--- src/design/shift_rotate_pkg.sv ---
package shift_rotate_pkg;

    // First opcode byte patterns, bit 0 is the width select
    localparam logic [6:0] OPC_COUNT_ONE  = 7'h68;
    localparam logic [6:0] OPC_COUNT_REG  = 7'h69;
    localparam logic [6:0] OPC_COUNT_IMM  = 7'h60;

    // Operation field of the second byte, bits 5..3
    localparam logic [2:0] OP_ROTATE_LEFT                = 3'h0;
    localparam logic [2:0] OP_ROTATE_RIGHT               = 3'h1;
    localparam logic [2:0] OP_ROTATE_LEFT_THROUGH_CARRY  = 3'h2;
    localparam logic [2:0] OP_ROTATE_RIGHT_THROUGH_CARRY = 3'h3;
    localparam logic [2:0] OP_LOGICAL_RIGHT_SHIFT        = 3'h5;
    localparam logic [2:0] OP_ARITHMETIC_RIGHT_SHIFT     = 3'h7;
    localparam int         OP_LSB  = 3;
    localparam int         MODE_LSB = 6;
    localparam logic [1:0] MODE_REG = 2'h3;

    // Clock costs
    localparam int CYC_ONE_REG   = 6;
    localparam int CYC_ONE_MEM8  = 13;
    localparam int CYC_ONE_MEM16 = 21;
    localparam int CYC_CNT_REG   = 7;
    localparam int CYC_CNT_MEM8  = 16;
    localparam int CYC_CNT_MEM16 = 24;
    localparam int CYC_W         = 10;

    typedef enum logic [1:0] {
        ST_IDLE = 2'b00,
        ST_STEP = 2'b01,
        ST_WAIT = 2'b11
    } state_t;

endpackage : shift_rotate_pkg

--- src/design/shift_rotate_unit.sv ---
`timescale 1ns/1ps
// Contract
// - One-bit logical right: carry takes LSB, shift right, zero in top.
// - Logical right one-bit overflow is top bit xor next bit.
// - Count-register forms load counter, repeat step, decrement to zero.
// - Immediate forms load counter from imm8, repeat step to zero.
// - Arithmetic right keeps the sign bit in place each step.
// - Rotate left: carry and LSB take old top bit.
// - Rotate left one-bit overflow is top bit xor new carry.
// - Rotate right: carry takes LSB, new carry goes to top.
// - Rotate right one-bit overflow is xor of top two bits.
// - Rotate right through carry: old carry enters at top.
// - First byte 1101000W count one, 1101001W register, 1100000W imm.
// - Second byte bits 5..3 select the operation.
// - Mode bits 11 mean register operand, else memory.
// - Cycles 6, 13/21, 7+n, 16/24+n by form and width.
module shift_rotate_unit
    import shift_rotate_pkg::*;
(
    input  wire logic        sys_clk,
    input  wire logic        rst,
    input  wire logic        clk_en,
    input  wire logic        start,
    input  wire logic [7:0]  opcode1,
    input  wire logic [7:0]  opcode2,
    input  wire logic [7:0]  imm8,
    input  wire logic [7:0]  count_register,
    input  wire logic [15:0] operand,
    input  wire logic        carry_flag_in,
    input  wire logic        overflow_in,
    output logic             busy,
    output logic             done,
    output logic             illegal,
    output logic [15:0]      result,
    output logic             carry_flag,
    output logic             overflow_flag,
    output logic             mem_operand
);
    state_t      state_reg,   state_next;
    logic [15:0] value_reg,   value_next;
    logic        carry_reg,   carry_next;
    logic        ovf_reg,     ovf_next;
    logic [7:0]  count_reg,   count_next;
    logic [8:0]  wait_reg,    wait_next;
    logic [2:0]  op_reg,      op_next;
    logic        word_reg,    word_next;
    logic        single_reg,  single_next;
    logic        done_reg,    done_next;
    logic        ill_reg,     ill_next;
    logic        mem_reg,     mem_next;
    logic        busy_reg,    busy_next;

    logic [15:0] step_value;
    logic        step_carry;
    logic        step_ovf;

    shift_step u_step (
        .op        (op_reg),
        .word      (word_reg),
        .value     (value_reg),
        .carry_in  (carry_reg),
        .result    (step_value),
        .carry_out (step_carry),
        .overflow  (step_ovf)
    );

    function automatic logic op_legal(input logic [2:0] op);
        op_legal = (op != 3'h4) && (op != 3'h6);
    endfunction : op_legal

    // Fixed overhead beyond the n step cycles, minus one done cycle
    function automatic logic [8:0] overhead(input logic one, input logic mem,
                                            input logic word);
        int c;
        if (one)
            c = mem ? (word ? CYC_ONE_MEM16 : CYC_ONE_MEM8) : CYC_ONE_REG;
        else
            c = mem ? (word ? CYC_CNT_MEM16 : CYC_CNT_MEM8) : CYC_CNT_REG;
        overhead = 9'(c - 1);
    endfunction : overhead

    logic [1:0] form;
    logic       is_mem;
    logic [7:0] load_count;

    always_comb begin
        state_next  = state_reg;
        value_next  = value_reg;
        carry_next  = carry_reg;
        ovf_next    = ovf_reg;
        count_next  = count_reg;
        wait_next   = wait_reg;
        op_next     = op_reg;
        word_next   = word_reg;
        single_next = single_reg;
        ill_next    = ill_reg;
        mem_next    = mem_reg;
        done_next   = 1'b0;
        form        = 2'h3;
        if (opcode1[7:1] == OPC_COUNT_ONE) form = 2'h0;
        else if (opcode1[7:1] == OPC_COUNT_REG) form = 2'h1;
        else if (opcode1[7:1] == OPC_COUNT_IMM) form = 2'h2;
        is_mem     = opcode2[7:MODE_LSB] != MODE_REG;
        load_count = (form == 2'h1) ? count_register
                   : (form == 2'h2) ? imm8 : 8'h01;
        unique case (state_reg)
            ST_IDLE: begin
                if (start) begin
                    op_next    = opcode2[OP_LSB+2:OP_LSB];
                    word_next  = opcode1[0];
                    mem_next   = is_mem;
                    value_next = opcode1[0] ? operand
                                            : {8'h00, operand[7:0]};
                    carry_next = carry_flag_in;
                    ovf_next   = overflow_in;
                    if (form == 2'h3 || !op_legal(opcode2[5:3])) begin
                        ill_next  = 1'b1;
                        done_next = 1'b1;
                    end else begin
                        ill_next    = 1'b0;
                        single_next = (form == 2'h0);
                        count_next  = load_count;
                        wait_next   = overhead(form == 2'h0, is_mem,
                                               opcode1[0]);
                        state_next  = ST_STEP;
                    end
                end
            end
            ST_STEP: begin
                if (count_reg != 8'h00) begin
                    value_next = step_value;
                    carry_next = step_carry;
                    if (single_reg) ovf_next = step_ovf;
                    count_next = count_reg - 8'h01;
                end
                // Counted steps add to the overhead, a lone or empty one not
                if (single_reg || count_reg == 8'h00)
                    wait_next = wait_reg - 9'h001;
                if (count_reg <= 8'h01) state_next = ST_WAIT;
            end
            ST_WAIT: begin
                if (wait_reg <= 9'h001) begin
                    done_next  = 1'b1;
                    state_next = ST_IDLE;
                end else begin
                    wait_next = wait_reg - 9'h001;
                end
            end
        endcase
        busy_next = state_next != ST_IDLE;
    end

    always_ff @(posedge sys_clk) begin
        if (rst) begin
            state_reg  <= ST_IDLE;
            value_reg  <= 16'h0000;
            carry_reg  <= 1'b0;
            ovf_reg    <= 1'b0;
            count_reg  <= 8'h00;
            wait_reg   <= 9'h000;
            op_reg     <= 3'h0;
            word_reg   <= 1'b0;
            single_reg <= 1'b0;
            done_reg   <= 1'b0;
            ill_reg    <= 1'b0;
            mem_reg    <= 1'b0;
            busy_reg   <= 1'b0;
        end else if (clk_en) begin
            state_reg  <= state_next;
            value_reg  <= value_next;
            carry_reg  <= carry_next;
            ovf_reg    <= ovf_next;
            count_reg  <= count_next;
            wait_reg   <= wait_next;
            op_reg     <= op_next;
            word_reg   <= word_next;
            single_reg <= single_next;
            done_reg   <= done_next;
            ill_reg    <= ill_next;
            mem_reg    <= mem_next;
            busy_reg   <= busy_next;
        end
    end

    always_comb begin
        busy          = busy_reg;
        done          = done_reg;
        illegal       = ill_reg;
        result        = value_reg;
        carry_flag    = carry_reg;
        overflow_flag = ovf_reg;
        mem_operand   = mem_reg;
    end

    property p_logical_carry;
        @(posedge sys_clk) disable iff (rst)
        (clk_en && state_reg == ST_STEP
         && op_reg == OP_LOGICAL_RIGHT_SHIFT && count_reg != 8'h00)
        |=> carry_reg == $past(value_reg[0]);
    endproperty
    a_logical_carry: assert property (p_logical_carry)
        else $error("shift right carry wrong");

    property p_zero_count;
        @(posedge sys_clk) disable iff (rst)
        (clk_en && state_reg == ST_STEP && count_reg == 8'h00)
        |=> value_reg == $past(value_reg) && carry_reg == $past(carry_reg);
    endproperty
    a_zero_count: assert property (p_zero_count)
        else $error("zero count changed operand");

    property p_sign_kept;
        @(posedge sys_clk) disable iff (rst)
        (clk_en && state_reg == ST_STEP && word_reg
         && op_reg == OP_ARITHMETIC_RIGHT_SHIFT)
        |=> value_reg[15] == $past(value_reg[15]);
    endproperty
    a_sign_kept: assert property (p_sign_kept)
        else $error("sign bit not kept");

    property p_rotate_left;
        @(posedge sys_clk) disable iff (rst)
        (clk_en && state_reg == ST_STEP && op_reg == OP_ROTATE_LEFT
         && word_reg
         && count_reg != 8'h00)
        |=> carry_reg == $past(value_reg[15])
            && value_reg[0] == $past(value_reg[15]);
    endproperty
    a_rotate_left: assert property (p_rotate_left)
        else $error("rotate left wrong");

    property p_rotate_right_carry;
        @(posedge sys_clk) disable iff (rst)
        (clk_en && state_reg == ST_STEP && word_reg
         && op_reg == OP_ROTATE_RIGHT_THROUGH_CARRY
         && count_reg != 8'h00)
        |=> value_reg[15] == $past(carry_reg)
            && carry_reg == $past(value_reg[0]);
    endproperty
    a_rotate_right_carry: assert property (p_rotate_right_carry)
        else $error("rotate right through carry wrong");

    property p_rotate_left_carry;
        @(posedge sys_clk) disable iff (rst)
        (clk_en && state_reg == ST_STEP
         && op_reg == OP_ROTATE_LEFT_THROUGH_CARRY
         && count_reg != 8'h00)
        |=> value_reg[0] == $past(carry_reg);
    endproperty
    a_rotate_left_carry: assert property (p_rotate_left_carry)
        else $error("rotate left through carry wrong");

    property p_count_dec;
        @(posedge sys_clk) disable iff (rst)
        (clk_en && state_reg == ST_STEP && count_reg > 8'h01)
        |=> count_reg == $past(count_reg) - 8'h01 && state_reg == ST_STEP;
    endproperty
    a_count_dec: assert property (p_count_dec)
        else $error("counter not decremented");

    property p_one_reg_time;
        @(posedge sys_clk) disable iff (rst)
        (clk_en && start && state_reg == ST_IDLE
         && opcode1[7:1] == OPC_COUNT_ONE && opcode2[7:6] == MODE_REG
         && op_legal(opcode2[5:3]))
        ##1 clk_en [*5] |=> done;
    endproperty
    a_one_reg_time: assert property (p_one_reg_time)
        else $error("one-bit register form timing wrong");

    property p_logical_ovf;
        @(posedge sys_clk) disable iff (rst)
        (clk_en && state_reg == ST_STEP && single_reg && word_reg
         && op_reg == OP_LOGICAL_RIGHT_SHIFT)
        |=> overflow_flag == (value_reg[15] ^ value_reg[14]);
    endproperty
    a_logical_ovf: assert property (p_logical_ovf)
        else $error("shift right overflow wrong");
endmodule : shift_rotate_unit

--- src/design/shift_step.sv ---
`timescale 1ns/1ps
module shift_step
    import shift_rotate_pkg::*;
(
    input  wire logic [2:0]  op,
    input  wire logic        word,
    input  wire logic [15:0] value,
    input  wire logic        carry_in,
    output logic      [15:0] result,
    output logic             carry_out,
    output logic             overflow
);
    logic msb;
    logic lsb;
    logic top;
    logic below;

    always_comb begin
        msb       = word ? value[15] : value[7];
        lsb       = value[0];
        result    = value;
        carry_out = carry_in;
        unique case (op)
            OP_LOGICAL_RIGHT_SHIFT: begin
                carry_out = lsb;
                result    = value >> 1;
            end
            OP_ARITHMETIC_RIGHT_SHIFT: begin
                carry_out = lsb;
                result    = value >> 1;
                if (word) result[15] = msb;
                else result[7] = msb;
            end
            OP_ROTATE_LEFT: begin
                carry_out = msb;
                result    = {value[14:0], msb};
            end
            OP_ROTATE_RIGHT: begin
                carry_out = lsb;
                result    = value >> 1;
                if (word) result[15] = lsb;
                else result[7] = lsb;
            end
            OP_ROTATE_LEFT_THROUGH_CARRY: begin
                carry_out = msb;
                result    = {value[14:0], carry_in};
            end
            OP_ROTATE_RIGHT_THROUGH_CARRY: begin
                carry_out = lsb;
                result    = value >> 1;
                if (word) result[15] = carry_in;
                else result[7] = carry_in;
            end
            default: begin
                result    = value;
                carry_out = carry_in;
            end
        endcase
        if (!word) result[15:8] = 8'h00;
        top   = word ? result[15] : result[7];
        below = word ? result[14] : result[6];
        unique case (op)
            OP_LOGICAL_RIGHT_SHIFT, OP_ROTATE_RIGHT,
            OP_ROTATE_RIGHT_THROUGH_CARRY:
                overflow = top ^ below;
            OP_ROTATE_LEFT, OP_ROTATE_LEFT_THROUGH_CARRY:
                overflow = top ^ carry_out;
            default:
                overflow = 1'b0;
        endcase
    end
endmodule : shift_step

--- config.mk ---
export PLATFORM = sky130hd
export DESIGN_NAME = shift_rotate_unit
export DESIGN_NICKNAME = d
export VERILOG_FILES = /design/src/design/shift_rotate_pkg.sv /design/src/design/shift_rotate_unit.sv /design/src/design/shift_step.sv
export SDC_FILE = /design/constraint.sdc
export NUM_CORES = 1
export LEC_CHECK = 0
export ABC_CLOCK_PERIOD_IN_PS = 5000
export BUFFER_PORTS_ARGS = -buffer_cell sky130_fd_sc_hd__buf_2
export CORE_MARGIN = 3
export CORE_UTILIZATION = 58
export DETAILED_ROUTE_END_ITERATION = 16
export PLACE_DENSITY = 0.85
export SLEW_MARGIN = 20
export SYNTH_ARGS = -nofsm -noshare
export SYNTH_HDL_FRONTEND = slang
export SYNTH_SLANG_ARGS = --single-unit
--- constraint.sdc ---
create_clock -name sys_clk -period 5 [get_ports sys_clk]
set_input_delay 0.75 -clock sys_clk [delete_from_list [all_inputs] [get_ports sys_clk]]
set_output_delay 0.75 -clock sys_clk [all_outputs]
set_load 0.005 [all_outputs]
==> reports/qor.yml, run 1 <==
status: "finished clean"
muxShareOfSynthArea_pct: 4.818
ys_top_cells_by_area: "dfxtp_1 29%, a21oi_1 8.7%, nand2_1 5.3%"
drc: 0
worstSetupPathType: "reg2reg"
postCtsHoldBufs: 0
hold_viol: 0
clkTransAtPathRegs_ps: 100
overflow: 0
clkLatencyLatePin_ps: 310
yosys.cell_types.count: 56
cpPeakStageDelay_ps: 720
ant_nets: 0
num_antenna_cells: 0
initialDrtViolationCount: 192
powerDensity_nw_per_um2: 210.9
grt_setup_unrepaired: "false"
slew_viol_final: 0
numClockSinks: 46
root_buffer: "clkbuf_8"
yosys.area.top_type: "dfxtp_1"
clockBufferDepth: 2
dp.cells: 533
synth_compound_area_share_pct: 30.77
synth.most_common_cell: "a21oi_1"
hpwl_um: 5864
cp.arrival_ps: 3560
r2r_slack_ps: 1680
fin_cells: 541
drive_gt1_share_pct: 20.59
relSlewSlack_pct: 32.89
worst_setup_path_start_kind: "flop"
async_reset_ff_share_pct: 0
area_growth_pct: 13.66
avgSynthCellArea_um2: 7.561
synth.cell_area_um2: 3168
vias: 3351
synthSimpleGateAreaFrac_pct: 25.91
dieArea_um2: 6385
grt_pass1_vias: 2986
synth_common_cells: "55 x a21oi_1, 46 x dfxtp_1, 45 x nand2_1"
grt_max_degree: 46
post_cts_buffers: 0
finalSetupTns_ps: 0
io_pins: 76
yosys_warnings: 0
worst_pin_slew_ps: 1007
grt_pass1_wl_um: 13390
skew_ps: 10.57
power.leakage_nw: 1.368
setup_viol: 0
yosysTopAreaCellShare_pct: 29.07
synth_top_family_by_area: "compound AO/OA/AOI/OAI gates"
worstHoldStart: "done"
gp_congestion: 0.8935
finalPower_mw: 0.7595
hp-class: "reg2reg"
final_nets: 533
max_freq_mhz: 301.1
fin_crit_ps: 3321
track_usage_pct: 25.62
start_util_pct: 60.87
critical-path-slowest-cell: "ha_1"
largest_reg_flops: 16
syn_nets: 482
worstPathMaxFanout: 23
ys_ff_latch: 46
cts_max_level: 2
totalWireLength_um: 8136
wl_per_cell_um: 15.04
core_area_um2: 5205
r2r_cells: 7
cts_tree: "built"
hold_path_depth: 2
synth_xor_xnor_area_share_pct: 0.2765
port_buffers: 72
antenna_found_initial: 0
die-width_um: 79.91
synth_edf_count: 0
cp-end-kind: "flop"
synthAdderAreaFrac_pct: 3.555
synthCells: 419
critical_path.cell_chain: "ha_1 > buf_4 > mux2i_1 > a311oi_4 > o21ai_2 > or3_1 > a21oi_1"
via_per_inst: 6.194
hold_path_end: "done"
postCtsResizedCells: 0
numCtsBuffers: 5
period_share_pct: 66.41
crit_required_ps: 5230
die_h_um: 79.91
reg2reg_to: "result[0]"
ys_seq_area_share_pct: 29.07
rows: 26
firstDrtPassIters: 5
ys.flop_type: "dfxtp_1"
maxCapViolCount: 0
r2r-start: "state_reg[0]"
ir_worst_vdd_uv: 126.6
==> power breakdown <==
part | leakage, nW | total, mW | internal (mW) | switching, mW
logic | 0.950 | 0.123 | 0.0559 | 0.0675
registers | 0.374 | 0.398 | 0.378 | 0.0198
clock network | 0.0441 | 0.238 | 0.0986 | 0.140
==> metal layers <==
metal	vias to the layer above	global-route usage (%)	routed length (um)	share of wire, %
met5	-	0	0	0
met4	0	7.770	102	1.3
met3	15	4.515	573	7.0
met2	131	44.21	3958	49
met1	1556	32.25	3501	43
li1	1649	-	-	-
==> layout make-up <==
class	instances	area (um^2)
Fill cell	449	1604
Inverter	17	63.81
Clock buffer	5	68.82
Sequential cell	46	922.1
Clock inverter	3	21.27
Timing Repair Buffer	73	367.9
Tap cell	70	87.58
Multi-Input combinational cell	327	2069
==> stage by stage <==
step	hold WS (ps)	utilization, %	worst slack (ps)	instance area [um^2]
after floorplan	444.0	-	2689	3168
after global placement	451.6	67.43	1823	3510
after detailed placement	455.5	67.43	1755	3510
after CTS	470.5	69.16	1732	3600
after global routing	486.3	69.18	1474	3601
final	471.5	69.18	1679	3601
==> cells in the final DEF, fill, tap and decap left out, types with 9 or more instances in the layout <==
cell / n
buf_2: 72
a21oi_1: 55
nand2_1: 45
dfxtp_1: 45
nor2_1: 33
o21ai_0: 32
inv_1: 17
nor3b_1: 15
nor3_1: 14
mux2i_1: 13
nand3_1: 10
o31ai_1: 9
ha_1: 9
==> worst max-delay path by stage <==
stage,startpoint,endpoint,slack [ps]
2_1_floorplan,opcode1[3],wait_reg[0],2690
3_3_place_gp,state_reg[1],result[0],1820
6_report,state_reg[0],result[0],1680
3_5_place_dp,state_reg[1],result[0],1760
4_1_cts,state_reg[0],result[0],1730
5_1_grt,state_reg[1],result[0],1470
==> cells by family (layout without fill, tap and decap cells) <==
family	after synthesis	after routing
and+or+nand+nor	152	152
AOI/OAI and AO/OA	150	150
DFF	46	46
buffers and inverters	46	98
muxes	15	15
adders and majority gates	9	9
xor gates and xnor gates	1	1
==> critical path, delay by kind of cell (launching register included) <==
family	cells	cell delay, ps
AO/OA/AOI/OAI	3	1170
adder cells (fa/ha/maj)	1	720
AND/OR/NAND/NOR	1	460
flip-flops	1	420
buffers and inverters	1	340
multiplexers	1	140
(Power assumes the default switching activity.)
==> inputs of run 2 (changes only) <==
--- a/config.mk
+++ b/config.mk
@@ -5,12 +5,12 @@
 export SDC_FILE = /design/constraint.sdc
 export NUM_CORES = 1
 export LEC_CHECK = 0
-export ABC_CLOCK_PERIOD_IN_PS = 5000
+export ABC_CLOCK_PERIOD_IN_PS = 3150
 export BUFFER_PORTS_ARGS = -buffer_cell sky130_fd_sc_hd__buf_2
 export CORE_MARGIN = 3
-export CORE_UTILIZATION = 58
+export CORE_UTILIZATION = 54
 export DETAILED_ROUTE_END_ITERATION = 16
-export PLACE_DENSITY = 0.85
+export PLACE_DENSITY = 0.8
 export SLEW_MARGIN = 20
 export SYNTH_ARGS = -nofsm -noshare
 export SYNTH_HDL_FRONTEND = slang
==> constraint.sdc (replaced) <==
create_clock -name sys_clk -period 3.15 [get_ports sys_clk]
set_input_delay 0.4725 -clock sys_clk [delete_from_list [all_inputs] [get_ports sys_clk]]
set_output_delay 0.4725 -clock sys_clk [all_outputs]
set_load 0.005 [all_outputs]
==> run 2 against run 1 <==
Effect of this change: die area is 6.8% higher; non-clock buffer count is 7 higher; cell count is 1.7% higher; count of clock-buffer cells in the layout stayed put; sequential share of layout area is 0.54 points lower; flip-flop and latch count stayed put; via count is 0.66% higher; first-iteration DRC count is 21% lower; largest cell class unchanged; largest power group unchanged.
==> reports/qor.yml, run 2 (synthesis gave the netlist of run 1 again) <==
status: "finished clean"
fin_cells: 550  # +1.7%
max_freq_mhz: 412.0  # +37%
layout_common_cells: "72 x buf_2, 55 x a21oi_1, 46 x dfxtp_1, 45 x nand2_1, 33 x nor2_1"
multi_input_area_um2: 2069  # unchanged
wl_per_cell_um: 15.43  # +2.6%
layout_commonest_cell: "buf_2"
cp.arrival_ps: 2660  # -900 ps
post_cts_buffers: 0  # unchanged
hpwl_um: 6026  # +2.8%
grt_setup_unrepaired: "false"
antenna_found_initial: 0  # unchanged
via_per_inst: 6.133  # -0.99%
setup_ws_ps: 722.9  # -956.4 ps
clkTransAtPathRegs_ps: 90  # about the same
drive_gt1_share_pct: 21.55  # +0.95 points
gp_congestion: 0.8541  # -4.4%
root_buffer: "clkbuf_8"
cts_max_level: 2  # unchanged
die-width_um: 82.60  # +3.4%
seqCellArea_um2: 920.9  # -0.14%
overflow: 0  # unchanged
slew_viol_final: 0  # unchanged
powerDensity_nw_per_um2: 349.4  # +66%
ir_worst_vdd_uv: 183.9  # +45%
cpPeakStageDelay_ps: 490  # -230 ps
dp.cells: 542  # +1.7%
initialDrtViolationCount: 151  # -21%
numClockSinks: 46  # unchanged
rows: 27  # +3.8%
preCtsSetupSlack_ps: 713.2  # -1042 ps
postCtsHoldBufs: 0  # unchanged
clkLatencyLatePin_ps: 310  # about the same
clockBufferDepth: 2  # unchanged
grt_max_degree: 41  # -11%
largest_reg_flops: 16  # unchanged
relSlewSlack_pct: 33.54  # +0.65 points
fin_crit_ps: 2427  # -893.6 ps
num_antenna_cells: 0  # unchanged
worstSetupPathType: "reg2reg"
dieArea_um2: 6822  # +6.8%
cts_tree: "built"
worst_setup_path_start_kind: "flop"
design_area_um2: 3674  # +2.0%
period_share_pct: 77.05  # +11 points
die_h_um: 82.60  # +3.4%
hold_viol: 0  # unchanged
start_util_pct: 56.49  # -4.4 points
numCtsBuffers: 5  # unchanged
io_pins: 76  # unchanged
setup_viol: 0  # unchanged
maxCapViolCount: 0  # unchanged
firstDrtPassIters: 5  # unchanged
r2r-start: "state_reg[1]"
fillCellCount: 521  # +16%
worst_pin_slew_ps: 996.9  # -9.684 ps
totalWireLength_um: 8485  # +4.3%
core_area_um2: 5608  # +7.7%
hold_path_depth: 2  # unchanged
critical_path.cell_chain: "inv_1 > ha_1 > mux2i_1 > a311oi_4 > buf_4 > a21oi_1 > nor4b_1 > o2bb2ai_1"
postCtsResizedCells: 0  # unchanged
finalSetupTns_ps: 0  # unchanged
dpl_cell_area_um2: 3565  # +1.6%
ant_nets: 0  # unchanged
area_growth_pct: 15.96
fin_hold_ws_ps: 397.8  # -73.69 ps
hold_path_end: "result[9]"
critPathLaunch: "state_reg[1]"
reg2reg_to: "overflow_flag"
skew_ps: 4.927  # -5.639 ps
port_buffers: 72  # unchanged
worstHoldStart: "rst"
track_usage_pct: 25.20  # -0.42 points
r2r_cells: 8  # +1
grt_pass1_vias: 3089  # +3.4%
r2r_slack_ps: 720  # -960 ps
grt_pass1_wl_um: 13590  # +1.5%
cp-end-kind: "flop"
final_nets: 540  # +1.3%
critical-path-slowest-cell: "ha_1"
power.leakage_nw: 1.417  # +3.6%
worstPathMaxFanout: 13  # -43%
hp-class: "in2reg"
vias: 3373  # +0.66%
drc: 0  # unchanged
crit_required_ps: 3390  # -1840 ps
run 2: cell types whose count changed in the layout (fill, tap and decap cells not counted), sizes merged:
| cell | delta |
|---|---|
| clkinvlp | -1 |
| bufinv | +1 |
| buf | +7 |
run 2: area by class of cell:
cell class	instances	area share (%)
multi-input cells	327	56.34
flip-flops and latches	46	25.07
repair buffers	80	11.44
well taps	72	2.452
clock buffers	5	1.873
inverters	17	1.737
clock inverters	3	1.090
run 2: power by group:
part,leakage [nW],internal [mW],switching (mW)
Sequential,0.374,0.600,0.0271
Clock,0.0579,0.234,0.218
Combinational,0.986,0.0917,0.113
Total,1.42,0.925,0.358
run 2: per-stage QoR:
stage	power, mW	utilization, %
2_1_floorplan	0.7616	-
6_report	1.284	65.51
4_1_cts	1.289	65.51
3_5_place_dp	0.8430	63.57
5_1_grt	1.340	65.51
3_3_place_gp	0.8377	63.57
run 2: critical path: cells and delay by family (launching register included):
| kind | cells | cell delay, ps |
|---|---|---|
| buffers and inverters | 2 | 380 |
| AO/OA/AOI/OAI | 3 | 650 |
| multiplexers | 1 | 210 |
| adder cells (fa/ha/maj) | 1 | 490 |
| AND/OR/NAND/NOR | 1 | 290 |
| flip-flops | 1 | 320 |
run 2: layer usage:
layer	global-route usage, %	part of all wire [%]	wire length, um
met3	5.098	6.6	563
met1	31.37	43	3678
met5	0	0	0
met4	8.824	1.1	95
met2	43.03	49	4148
run 2: worst max-delay path by stage:
| stage | depth (start not counted) | to |
|---|---|---|
| finish | 8 | overflow_flag |
| CTS | 8 | overflow_flag |
| global placement | 6 | wait_reg[8] |
| detailed placement | 6 | wait_reg[8] |
| global route | 6 | wait_reg[8] |
| floorplan | 8 | count_reg[0] |
